### src/asc_pkg.sv
// constants and types for the serial access and configuration block
package asc_pkg;
	localparam int CFG_W = 16;
	localparam int FRAME_W = 32;
	localparam int CNT_W = 5;
	localparam int SYNC_W = 5;
	localparam logic [15:0] CFG_RESET = 16'h8FCF;
	// configuration word field positions
	localparam int CFG_UPDATE_BIT = 15;
	localparam int CHAN_HI = 14;
	localparam int CHAN_LO = 12;
	localparam int SHARED_REF_BIT = 11;
	localparam int UNUSED_BIT = 10;
	localparam int GAIN_HI = 9;
	localparam int GAIN_LO = 7;
	localparam int PATH_BIT = 6;
	localparam int STEP_HI = 5;
	localparam int STEP_LO = 4;
	localparam int THERM_DIS_BIT = 3;
	localparam int VREF_EN_BIT = 2;
	localparam int MODE_SEL_BIT = 1;
	localparam int PHASE_BIT = 0;
	// serial frame figures
	localparam logic [4:0] CFG_CAPTURE_EDGES = 5'h10;
	localparam logic [4:0] BIT_IDX_FIRST = 5'h00;
	localparam logic [4:0] BIT_IDX_STEP = 5'h01;
	localparam logic [4:0] FRAME_LAST = 5'h1F;
	// synchroniser lanes
	localparam int LANE_CS = 0;
	localparam int LANE_SCK = 1;
	localparam int LANE_DIN = 2;
	localparam int LANE_PD = 3;
	localparam int LANE_RST = 4;
	typedef enum logic [2:0] {
		ST_IDLE = 3'b001,
		ST_SHIFT = 3'b010,
		ST_OFF = 3'b100
	} asc_state_type;
endpackage

### src/asc_sync.sv
// two-flop synchroniser, one lane per pin
`timescale 1ns/1ps
module asc_sync
	import asc_pkg::*;
(
	// clock and reset
	input wire logic clk_sys_i,
	input wire logic reset_n_i,
	// asynchronous pins and their synchronised copies
	input wire logic [SYNC_W-1:0] async_i,
	output logic [SYNC_W-1:0] sync_o
);
	logic [SYNC_W-1:0] meta_reg;
	logic [SYNC_W-1:0] sync_reg;

	// the first stage feeds only the second stage
	genvar g;
	generate
		for (g = 0; g < SYNC_W; g++)
		begin : g_lane
			always_ff @(posedge clk_sys_i or negedge reset_n_i)
			begin
				if (!reset_n_i)
				begin
					meta_reg[g] <= 1'b0;
					sync_reg[g] <= 1'b0;
				end
				else
				begin
					meta_reg[g] <= async_i[g];
					sync_reg[g] <= meta_reg[g];
				end
			end
		end
	endgenerate

	assign sync_o = sync_reg;
endmodule // asc_sync

### src/asc_access.sv
// serial readout and configuration word pipeline of the acquisition converter
`timescale 1ns/1ps
module asc_access
	import asc_pkg::*;
(
	// system clock and reset
	input wire logic clk_sys_i,
	input wire logic reset_n_i,
	// serial pins from the host
	input wire logic chip_select_n_i,
	input wire logic serial_clk_i,
	input wire logic serial_din_i,
	output logic serial_dout_o,
	output logic serial_dout_oe_o,
	// device reset and power-down pins, active high
	input wire logic dev_reset_i,
	input wire logic power_down_i,
	// conversion engine, same clock
	input wire logic conv_done_i,
	input wire logic [CFG_W-1:0] conv_result_i,
	// active configuration fields for the converter
	output logic [CFG_W-1:0] acquisition_config_word_o,
	output logic [2:0] channel_select_o,
	output logic shared_reference_select_o,
	output logic [2:0] amplifier_gain_o,
	output logic input_path_select_o,
	output logic [1:0] channel_stepper_mode_o,
	output logic thermal_sensor_disable_o,
	output logic internal_vref_enable_o,
	output logic conversion_mode_select_o,
	output logic first_bit_phase_o
);
	logic [SYNC_W-1:0] pins_sync;
	logic sck_prev_reg;
	logic cs_n_s;
	logic sck_s;
	logic din_s;
	logic pd_s;
	logic rst_s;
	logic sck_rise;
	logic sck_fall;
	asc_state_type state_reg, state_next;
	logic [CFG_W-1:0] active_cfg_reg, active_cfg_next;
	logic [CFG_W-1:0] pending_cfg_reg, pending_cfg_next;
	logic [CFG_W-1:0] readback_cfg_reg, readback_cfg_next;
	logic [CFG_W-1:0] result_reg, result_next;
	logic [CFG_W-1:0] hold_reg, hold_next;
	logic hold_full_reg, hold_full_next;
	logic [CNT_W-1:0] din_cnt_reg, din_cnt_next;
	logic [CNT_W-1:0] bit_idx_reg, bit_idx_next;
	logic repeat_first_reg, repeat_first_next;
	logic dout_reg, dout_next;
	logic [FRAME_W-1:0] frame;

	// all host pins pass two flops; the serial clock is sampled, not used as a clock
	// select and clock enter inverted so the zero reset of the flops reads as idle high,
	// otherwise reset release would fake a select and a clock edge
	asc_sync u_sync (
		.clk_sys_i(clk_sys_i),
		.reset_n_i(reset_n_i),
		.async_i({dev_reset_i, power_down_i, serial_din_i, ~serial_clk_i, ~chip_select_n_i}),
		.sync_o(pins_sync)
	);

	assign cs_n_s = ~pins_sync[LANE_CS];
	assign sck_s = ~pins_sync[LANE_SCK];
	assign din_s = pins_sync[LANE_DIN];
	assign pd_s = pins_sync[LANE_PD];
	assign rst_s = pins_sync[LANE_RST];
	assign sck_rise = sck_s && !sck_prev_reg;
	assign sck_fall = !sck_s && sck_prev_reg;
	// result first, then its configuration, repeating every 32 falls
	assign frame = {result_reg, readback_cfg_reg};

	// next state of the serial engine and configuration pipeline
	always_comb
	begin
		state_next = state_reg;
		active_cfg_next = active_cfg_reg;
		pending_cfg_next = pending_cfg_reg;
		readback_cfg_next = readback_cfg_reg;
		result_next = result_reg;
		hold_next = hold_reg;
		hold_full_next = hold_full_reg;
		din_cnt_next = din_cnt_reg;
		bit_idx_next = bit_idx_reg;
		repeat_first_next = repeat_first_reg;
		if (rst_s)
		begin
			// device reset pin: defaults back, old result cleared
			state_next = ST_OFF;
			active_cfg_next = CFG_RESET;
			pending_cfg_next = CFG_RESET;
			readback_cfg_next = CFG_RESET;
			result_next = '0;
			hold_full_next = 1'b0;
		end
		else if (pd_s)
		begin
			// power-down keeps the pending, active and readback words; a held word is dropped
			state_next = ST_OFF;
			hold_full_next = 1'b0;
		end
		else
		begin
			if (conv_done_i)
			begin
				// both result and configuration move at conversion end
				result_next = conv_result_i;
				readback_cfg_next = active_cfg_reg;
				active_cfg_next = pending_cfg_reg;
				// a word with the update flag clear changes nothing
				if (hold_full_reg && hold_reg[CFG_UPDATE_BIT])
					pending_cfg_next = hold_reg;
				hold_full_next = 1'b0;
				// fresh data restarts the frame at its first bit
				bit_idx_next = BIT_IDX_FIRST;
				repeat_first_next = active_cfg_reg[PHASE_BIT];
			end
			case (state_reg)
				ST_IDLE, ST_OFF:
				begin
					if (!cs_n_s)
					begin
						state_next = ST_SHIFT;
						bit_idx_next = BIT_IDX_FIRST;
						repeat_first_next = readback_cfg_reg[PHASE_BIT];
						din_cnt_next = '0;
					end
				end
				ST_SHIFT:
				begin
					if (cs_n_s)
						state_next = ST_IDLE;
					else
					begin
						// reads are not blocked during busy; the host keeps the windows
						if (sck_fall && !conv_done_i)
						begin
							if (repeat_first_reg)
								repeat_first_next = 1'b0;
							else
								bit_idx_next = bit_idx_reg + BIT_IDX_STEP;
						end
						// only the first 16 rises of a select period are taken
						if (sck_rise && din_cnt_reg < CFG_CAPTURE_EDGES)
						begin
							hold_next = {hold_reg[CFG_W-2:0], din_s};
							din_cnt_next = din_cnt_reg + BIT_IDX_STEP;
							if (din_cnt_reg == CFG_CAPTURE_EDGES - BIT_IDX_STEP)
								hold_full_next = 1'b1;
						end
					end
				end
				default:
				begin
					state_next = ST_IDLE;
				end
			endcase
		end
	end

	// serial output bit, registered so the pin never glitches
	always_comb
	begin
		dout_next = frame[FRAME_LAST - bit_idx_next];
	end

	// register the serial engine and the configuration stages
	always_ff @(posedge clk_sys_i or negedge reset_n_i)
	begin
		if (!reset_n_i)
		begin
			state_reg <= ST_IDLE;
			active_cfg_reg <= CFG_RESET;
			pending_cfg_reg <= CFG_RESET;
			readback_cfg_reg <= CFG_RESET;
			result_reg <= '0;
			hold_reg <= '0;
			hold_full_reg <= 1'b0;
			din_cnt_reg <= '0;
			bit_idx_reg <= BIT_IDX_FIRST;
			repeat_first_reg <= 1'b0;
			dout_reg <= 1'b0;
			sck_prev_reg <= 1'b1;
		end
		else
		begin
			state_reg <= state_next;
			active_cfg_reg <= active_cfg_next;
			pending_cfg_reg <= pending_cfg_next;
			readback_cfg_reg <= readback_cfg_next;
			result_reg <= result_next;
			hold_reg <= hold_next;
			hold_full_reg <= hold_full_next;
			din_cnt_reg <= din_cnt_next;
			bit_idx_reg <= bit_idx_next;
			repeat_first_reg <= repeat_first_next;
			dout_reg <= dout_next;
			sck_prev_reg <= sck_s;
		end
	end

	// output drives only while selected and powered
	assign serial_dout_o = dout_reg;
	assign serial_dout_oe_o = (state_reg == ST_SHIFT);

	// configuration fields of the word now in force
	assign acquisition_config_word_o = active_cfg_reg;
	assign channel_select_o = active_cfg_reg[CHAN_HI:CHAN_LO];
	assign shared_reference_select_o = active_cfg_reg[SHARED_REF_BIT];
	assign amplifier_gain_o = active_cfg_reg[GAIN_HI:GAIN_LO];
	assign input_path_select_o = active_cfg_reg[PATH_BIT];
	assign channel_stepper_mode_o = active_cfg_reg[STEP_HI:STEP_LO];
	assign thermal_sensor_disable_o = active_cfg_reg[THERM_DIS_BIT];
	assign internal_vref_enable_o = active_cfg_reg[VREF_EN_BIT];
	// the converter picks its timing mode from this bit
	assign conversion_mode_select_o = active_cfg_reg[MODE_SEL_BIT];
	assign first_bit_phase_o = active_cfg_reg[PHASE_BIT];
endmodule // asc_access

### config.mk
export PLATFORM = sky130hd
export DESIGN_NAME = asc_access
export DESIGN_NICKNAME = d
export VERILOG_FILES = /design/src/asc_pkg.sv /design/src/asc_sync.sv /design/src/asc_access.sv
export SDC_FILE = /design/constraint.sdc
export NUM_CORES = 1
export LEC_CHECK = 0
export BUFFER_PORTS_ARGS = -buffer_cell sky130_fd_sc_hd__buf_2
export CAP_MARGIN = 20
export CORE_MARGIN = 2
export CORE_UTILIZATION = 52
export DETAILED_ROUTE_END_ITERATION = 8
export PLACE_DENSITY = 0.84
export SLEW_MARGIN = 0
export SYNTH_ARGS = -nofsm -noshare
export SYNTH_HDL_FRONTEND = slang
export SYNTH_HIERARCHICAL = 1
export SYNTH_SLANG_ARGS = --single-unit
### constraint.sdc
create_clock -name clk_sys_i -period 2.7 [get_ports clk_sys_i]
set_input_delay 0.54 -clock clk_sys_i [delete_from_list [all_inputs] [get_ports clk_sys_i]]
set_output_delay 0.54 -clock clk_sys_i [all_outputs]
set_load 0.1 [all_outputs]
# Yosys cells after proc, flatten, opt, wreduce, memory -nomap -nowiden
# Cells that the tools add are included.
[word_totals]
regBits = 107
input_bits = 24
out_inout_bits = 32
elab_cells = 104
[op_classes]
add_sub_neg = 3
n_lt_le_gt_ge = 2
eq_ne = 10
n_mux = 45
bitwise = 5
n_reduce_logical = 17
[ops]
columns = ["operator", "count"]
rows = [
  ["$mux 16", 13],
  ["$mux 5", 10],
  ["$pmux 5 s2", 2],
  ["$mux 1", 13],
  ["$mux 3", 4],
  ["$add 5x1->5 const B", 2],
  ["$ne 2x1->1 const B", 4],
  ["$lt 5x6->1 const B", 1],
  ["$pmux 3 s2", 1],
  ["$reduce_and 2->1", 3],
  ["$reduce_and 6->1", 1],
  ["$reduce_bool 2->1", 3],
  ["$bmux 1 s5", 1],
  ["$eq 5x4->1 const B", 1],
  ["$logic_and 1x1->1", 5],
  ["$lt 5x5->1 const B", 1],
  ["$not 1->1", 5],
  ["$reduce_and 5->1", 1],
  ["$sub 5x5->5 const A", 1],
  ["$ne 4x1->1 const B", 1],
  ["$ne 4x2->1 const B", 1],
  ["$eq 3x1->1 const B", 1],
  ["$eq 3x2->1 const B", 1],
  ["$eq 3x3->1 const B", 1],
  ["4 further kinds", 5],
]

# Depth between registers and ports, before layout
# Gate-level depths: netlist of run 1.
[depth]
depth_word = 10
mapped_depth = 11
depth_no_buf = 10

# Hierarchy
# Netlist of run 1, hierarchy kept.
[by_module_without_submodules]
columns = ["module", "instances", "cells_per_inst", "area_per_inst_um2", "seq_area_each_um2"]
rows = [
  ["asc_access", 1, 372, 4285.4, 2471.1],
  ["asc_sync", 1, 10, 250.2, 250.2],
]

# Least setup slack after synthesis of run 1
# No wires, ideal clock.
[synth_timing]
path_type = "reg-to-reg"
from = "reg state_reg[0]"
to = "reg dout_reg, in the netlist serial_dout_o"
setup_ps = 138
arrival_time_ps = 2978
required_time_ps = 2562
path_slack_ps = -416
stages_incl_launch_ff = 12
n_path_buf = 2
period_less_slack_ps = 3116
cell_sequence = "dfstp_2 nand2b_1 or2_4 inv_2 or4_4 a41oi_2 buf_6 buf_12 mux2i_1 nand3_1 and4_1 mux4_2"
[synth_between]
word_cells_on_any_way = 10
cone_classes = "add/sub: 1; eq/ne: 3; mux: 5; reduce/logical: 1"
[synth_lines]
columns = ["element", "line_no", "rtl"]
rows = [
  ["start: declaration", "asc_access.sv:42", "asc_state_type state_reg, state_next;"],
  ["start signal: assignment", "asc_access.sv:189", "state_reg <= state_next;"],
  ["$eq 3x2->1", "--", ""],
  ["named net serial_dout_oe_o", "asc_access.sv:14", "output logic serial_dout_oe_o,"],
  ["$pmux 5 s2", "asc_access.sv:120", "case (state_reg)"],
  ["$mux 5", "asc_access.sv:98", "else if (pd_s)"],
  ["$mux 5", "asc_access.sv:88", "if (rst_s)"],
  ["named net bit_idx_next[0]", "asc_access.sv:50", "logic [CNT_W-1:0] bit_idx_reg, bit_idx_next;"],
  ["$sub 5x5->5", "asc_access.sv:166", "dout_next = frame[FRAME_LAST - bit_idx_next];"],
  ["$bmux 1 s5", "asc_access.sv:166", ""],
  ["$mux 1 (implied by the code)", "asc_access.sv:166", ""],
  ["named net dout_next", "asc_access.sv:52", "logic dout_reg, dout_next;"],
  ["end signal: assignment", "asc_access.sv:199", "dout_reg <= dout_next;"],
  ["end: declaration", "asc_access.sv:52", ""],
]
# The timed path passes the listed nets, and every way through them passes these cells. The select of a mux whose other input is x is not followed.
# A chain may end at the register's enable or synchronous reset.

# Worst setup path in the final report of run 1
[layout_timing]
from = "reg state_reg[0]"
to = "reg dout_reg, in the netlist serial_dout_o"
[layout_between]
elab_chain_len = 8
word_cells_on_any_way = 10
cone_classes = "add/sub: 1; eq/ne: 3; mux: 5; reduce/logical: 1"
[layout_rtl]
columns = ["element", "line_no"]
rows = [
  ["$eq 3x1->1 or $eq 3x3->1 (tied branches)", "asc_access.sv:120"],
  ["$reduce_or 2->1", "asc_access.sv:120"],
  ["$pmux 5 s2 *", "asc_access.sv:120"],
  ["$mux 5 *", "asc_access.sv:98"],
  ["$mux 5 *", "asc_access.sv:88"],
  ["$sub 5x5->5 *", "asc_access.sv:166"],
  ["$bmux 1 s5 *", "asc_access.sv:166"],
  ["$mux 1 (implied by the code) *", "asc_access.sv:166"],
  ["named net dout_next", "asc_access.sv:52"],
]
# Mark *: on every way through the listed nets, which the timed path passes. The rest lies on a longest branch. The select of a mux whose other input is x is not followed.

==> results.sh, run 1 <==
export IMPL_power_uw=2770
export IMPL_clock_fmax_ghz=0.354
export IMPL_ir_worst_vdd_v=0.000231
export IMPL_cts_buffer_depth=2
export IMPL_crit_arrival_ns=3.08
export IMPL_avgSynthCellArea_sq_um=11.9
export IMPL_ys_seq_elements=107
export IMPL_drc=0
export IMPL_crit_path_end_kind="register"
export IMPL_antenna_found_initial=0
export IMPL_fin_ws_ns=-0.125
export IMPL_seq_area_frac_synth=0.600
export IMPL_post_route_period_util=1.05
export IMPL_fin_nets=466
export IMPL_totalWireLength_mm=9.18
export IMPL_start_util=0.528
export IMPL_cts_tree="built"
export IMPL_grt_total_usage=0.204
export IMPL_syn_to_final_growth_pct=14.1
export IMPL_worstPathRequired_ns=2.95
export IMPL_synth_fp_nets=409
export IMPL_wire_per_inst_um=16.6
export IMPL_drtIter0Drc=220
export IMPL_grt_pass1_wl_mm=15.6
export IMPL_fin_crit_ns=2.82
export IMPL_setup_viol=1
export IMPL_port_buffers=55
export IMPL_cts_hold_buf=0
export IMPL_grt_max_degree=50
export IMPL_clock_latency_ns=0.37
export IMPL_core_area_sq_mm=0.00859
export IMPL_powerDensity_mw_per_mm2=535
export IMPL_hp_class="in2async"
export IMPL_synth_edf_count=0
export IMPL_reg2reg_depth=10
export IMPL_cts_sinks=107
export IMPL_synth_area_sq_mm=0.00454
export IMPL_h_tree_depth=3
export IMPL_cts_made_buffers=9
export IMPL_vias=3199
export IMPL_ys_flop_type="dfrtp_1"
export IMPL_antenna_cells=0
export IMPL_path_max_fanout=17
export IMPL_fp_dieW_um=97.4
export IMPL_critPathLaunchType="register"
export IMPL_die_y_um=97.4
export IMPL_globalplace_congestion=0.913
export IMPL_syn_inst=382
export IMPL_cap_viol_max_count=0
export IMPL_viasPerCell=5.80
export IMPL_startpoint="state_reg[0]$_DFFE_PN1P_"
export IMPL_std_cell_rows=34
export IMPL_yosys_top_cells_area="dfrtp_1 40%, dfstp_2 20%, a22o_1 6.4%, o22a_1 6.2%, nand2_1 5.2%"
export IMPL_tns_ns=-0.125
export IMPL_fin_skew_ns=0.0103
export IMPL_die_area_sq_mm=0.00949
export IMPL_cts_root_buf="clkbuf_8"
export IMPL_hpwl_mm=6.56
export IMPL_pin_count=56
export IMPL_async_reset_ff_frac=1.00
export IMPL_grt_pass1_vias=3121
export IMPL_slew_headroom=0.467
export IMPL_hold_viol=0
export IMPL_rsz0062_at_grt="yes"
export IMPL_ys_types=45
export IMPL_tightest_slew_ns=0.799
export IMPL_final_layout_size_suffix_gt1_frac=0.322
export IMPL_r2r_start="state_reg[0]$_DFFE_PN1P_"
export IMPL_synth_top_area_frac=0.397
export IMPL_violations="negative setup slack"
export IMPL_r2r_end="serial_dout_o$_DFF_PN0_"
export IMPL_yosysMostFrequentCell="dfrtp_1"
export IMPL_path_clk_slew_ns=0.11
export IMPL_crit_type="reg2reg"
export IMPL_synth_common_cells="72 x dfrtp_1, 63 x nand2_1, 35 x dfstp_2"
export IMPL_grt_ovfl_total=0
export IMPL_r2r_slack_ns=-0.12
export IMPL_p_leak_uw=0.00232
export IMPL_outcome="finished, violations left"
export IMPL_ys_warn_count=6
export IMPL_first_pass_iters=4
export IMPL_yosys_area_top_type="dfrtp_1"
export IMPL_slew_violations=0
export IMPL_final_antenna_net_count=0
## cell type report
cell class,count,area (sq um)
timing repair buffer,79,483
inverter,10,45.0
tap,108,135
multi-input combinational,232,1600
fill,687,3420
sequential,107,2720
clock inverter,6,52.6
clock buffer,10,138
## cells by family after synthesis
kind of cell	share of synthesized area
compound gates	0.169
xor+xnor	0.00193
fa+ha+maj	0.00828
buf+inv	0.0524
flops	0.600
mux	0.0403
simple gates	0.128
## per-layer routing
layer  up-vias  global-route usage  share of wire
li1       1493                   -              -
met1      1614               0.279           0.44
met2        77               0.322           0.49
met3        15              0.0511          0.049
met4         0              0.0662          0.022
met5         -                   0              0
## placed cells by master, fill, tap and decap left out, types with 7 or more instances in the layout
| master | synthesis | routed |
|---|---|---|
| buf_2 | 0 | 54 |
| inv_1 | 7 | 7 |
| clkbuf_8 | 0 | 10 |
| a22o_1 | 33 | 33 |
| nand3_1 | 21 | 21 |
| o22a_1 | 32 | 32 |
| dfstp_2 | 35 | 35 |
| buf_4 | 14 | 23 |
| o21ai_0 | 10 | 10 |
| mux2i_1 | 16 | 16 |
| dfrtp_1 | 72 | 72 |
| nand2_1 | 63 | 63 |
## where the power goes
group	leakage, uW	internal [uW]	switching (uW)
logic	0.000886	69.6	108
registers	0.00134	1630	20.8
clock network	0.0000983	377	560
total	0.00232	2080	689
## through the flow
stage	util	instances	setup WS, ns	hold WS, ns	instance area, sq um
after floorplan	-	382	-0.238	0.244	4550
after global placement	0.579	536	-0.0416	0.334	4970
after detailed placement	0.579	536	-0.151	0.336	4970
after CTS	0.601	552	-0.134	0.0894	5160
after global routing	0.602	552	-0.215	0.0866	5170
final	0.602	552	-0.125	0.0841	5170
## critical path: stages, from the launching register on
cell	delay [ns]
dfstp_2	0.55
nand2b_4	0.12
or2_4	0.15
inv_8	0.03
or4_4	0.53
a41oi_4	0.18
buf_12	0.20
mux2i_1	0.21
nand3_1	0.09
and4_1	0.20
mux4_2	0.45
## worst max-delay path by stage
stage / end / depth (start not counted) / slack [ns]
detailed placement: serial_dout_o$_DFF_PN0_ / 10 / -0.15
CTS: serial_dout_o$_DFF_PN0_ / 10 / -0.13
global route: serial_dout_o$_DFF_PN0_ / 10 / -0.21
global placement: serial_dout_o$_DFF_PN0_ / 10 / -0.04
floorplan: serial_dout_o$_DFF_PN0_ / 11 / -0.24
finish: serial_dout_o$_DFF_PN0_ / 10 / -0.12
## timing repair
action / 4_1_cts / 5_1_grt
endpoints found under the setup margin: 1 / 1
pin swaps: 3 / 0
gates resized for setup: 0 / 1
cloned: 0 / 0
setup buffers: 0 / 0
(Power assumes the default switching activity.)
==> run 2, diff against run 1 <==
--- a/config.mk
+++ b/config.mk
@@ -6,11 +6,12 @@
 export NUM_CORES = 1
 export LEC_CHECK = 0
 export BUFFER_PORTS_ARGS = -buffer_cell sky130_fd_sc_hd__buf_2
-export CAP_MARGIN = 20
+export CAP_MARGIN = 30
 export CORE_MARGIN = 2
 export CORE_UTILIZATION = 52
 export DETAILED_ROUTE_END_ITERATION = 8
 export PLACE_DENSITY = 0.84
+export SKIP_LAST_GASP = 1
 export SLEW_MARGIN = 0
 export SYNTH_ARGS = -nofsm -noshare
 export SYNTH_HDL_FRONTEND = slang
==> run 2 against run 1 <==
  * Worst setup slack got worse by 0.025 ns
  * The run still ends with negative setup slack left
  * Sequential share of layout area rose by 0.11 points
  * Final cell count did not move
  * Critical path type unchanged
  * Count of clock-buffer cells in the layout did not move
  * Sequential power barely moved
  * Global-route usage barely moved
  * Core utilization fell by 0.13 points
==> results.sh, run 2 (same netlist as run 1, synthesis figures left out) <==
export IMPL_antenna_found_initial=0
export IMPL_layout_commonest_cell="dfrtp_1"
export IMPL_power_uw=2760
export IMPL_rsz0062_at_grt="yes"
export IMPL_internal_power_uw=2080
export IMPL_switchingPower_uw=686
export IMPL_power_frac_comb=0.064
export IMPL_placed_cell_area_sq_mm=0.00497
export IMPL_stdcell_area_sq_mm=0.00516
export IMPL_cts_root_buf="clkbuf_8"
export IMPL_first_pass_iters=4
export IMPL_final_layout_size_suffix_gt1_frac=0.322
export IMPL_fin_crit_ns=2.85
export IMPL_clock_latency_ns=0.37
export IMPL_violations="negative setup slack"
export IMPL_hpwl_mm=6.56
export IMPL_final_antenna_net_count=0
export IMPL_cts_made_buffers=9
export IMPL_fin_ws_ns=-0.150
export IMPL_hp_class="in2async"
export IMPL_crit_arrival_ns=3.10
export IMPL_viasPerCell=5.83
export IMPL_std_cell_rows=34
export IMPL_core_area_sq_mm=0.00859
export IMPL_h_tree_depth=3
export IMPL_pin_count=56
export IMPL_ir_worst_vdd_v=0.000231
export IMPL_path_clk_slew_ns=0.10
export IMPL_cts_buffer_depth=2
export IMPL_grt_total_usage=0.204
export IMPL_tns_ns=-0.150
export IMPL_hold_viol=0
export IMPL_r2r_start="state_reg[0]$_DFFE_PN1P_"
export IMPL_slew_violations=0
export IMPL_grt_pass1_vias=3112
export IMPL_start_util=0.528
export IMPL_clock_fmax_ghz=0.351
export IMPL_setup_viol=1
export IMPL_antenna_cells=0
export IMPL_crit_type="reg2reg"
export IMPL_drc=0
export IMPL_cts_setup_buffers=0
export IMPL_powerDensity_mw_per_mm2=535
export IMPL_worstPathRequired_ns=2.95
export IMPL_drtIter0Drc=201
export IMPL_fin_skew_ns=0.00598
export IMPL_mostFrequentLayoutCells="72 x dfrtp_1, 63 x nand2_1, 54 x buf_2"
export IMPL_fin_nets=466
export IMPL_post_route_period_util=1.06
export IMPL_p_leak_uw=0.00232
export IMPL_slew_headroom=0.473
export IMPL_grt_ovfl_total=0
export IMPL_crit_path_end_kind="register"
export IMPL_startpoint="state_reg[0]$_DFFE_PN1P_"
export IMPL_fp_dieW_um=97.4
export IMPL_die_y_um=97.4
export IMPL_n_fill_cell=690
export IMPL_p_seq_frac=0.598
export IMPL_globalplace_congestion=0.913
export IMPL_cts_resized=0
export IMPL_switching_share=0.248
export IMPL_grt_max_degree=50
export IMPL_wire_per_inst_um=16.6
export IMPL_syn_to_final_growth_pct=13.8
export IMPL_critPathLaunchType="register"
export IMPL_port_buffers=55
export IMPL_outcome="finished, violations left"
export IMPL_vias=3217
export IMPL_cts_sinks=107
export IMPL_totalWireLength_mm=9.19
export IMPL_cts_hold_buf=0
export IMPL_grt_pass1_wl_mm=15.6
export IMPL_cap_viol_max_count=0
export IMPL_p_clk_frac=0.338
export IMPL_tightest_slew_ns=0.791
export IMPL_die_area_sq_mm=0.00949
export IMPL_cts_tree="built"
export IMPL_path_max_fanout=17
## run 2: worst max-delay path, cell delays in order, from the launching register on
cell and delay (ns):
dfstp_2 0.55, nand2b_4 0.12, or2_4 0.15, inv_8 0.03, or4_4 0.51, a41oi_2 0.20, buf_12 0.20, mux2i_1 0.21
nand3_1 0.10, and4_1 0.20, mux4_2 0.45
## run 2: power by group through the flow
stage	Sequential, uW	Clock (uW)	Combinational (uW)
global placement	1680	0	173
global route	1660	1030	197
floorplan	1680	0	86.1
finish	1650	935	177
CTS	1650	956	179
detailed placement	1680	0	178
## run 2: final timing paths
kind	endpoint	slack (ns)	depth (start not counted)
setup reg to reg	serial_dout_o$_DFF_PN0_	-0.15	10
min in group clk_sys_i	u_sync/meta_reg[3]$_DFF_PN0_	0.27	1
hold / removal	u_sync/meta_reg[0]$_DFF_PN0_	0.09	1
hold reg to reg	u_sync/sync_o[1]$_DFF_PN0_	0.36	0
setup / recovery	serial_dout_o$_DFF_PN0_	-0.15	10
max in group asynchronous	sck_prev_reg$_DFF_PN1_	1.86	2
## run 2: layer usage
layer,global-route usage,wire length [um]
met5,0,0
met4,0.0641,177
met3,0.0504,492
met2,0.323,4520
met1,0.279,4000
## run 2: area by class of cell
type	instances	area, sq um	area share
clock buffers	10	138	0.0267
inverters	10	45.0	0.00872
flip-flops and latches	107	2720	0.527
clock inverters	6	52.6	0.0102
multi-input cells	232	1590	0.308
repair buffers	79	483	0.0935
well taps	108	135	0.0262
## run 2: through the flow
stage / hold slack, ns / std cells / setup WS [ns] / util
after global placement: 0.334 / 536 / -0.0416 / 0.579
after floorplan: 0.244 / 382 / -0.238 / -
after detailed placement: 0.336 / 536 / -0.151 / 0.579
after CTS: 0.0894 / 552 / -0.165 / 0.601
after global routing: 0.0866 / 552 / -0.241 / 0.601
final: 0.0893 / 552 / -0.150 / 0.601
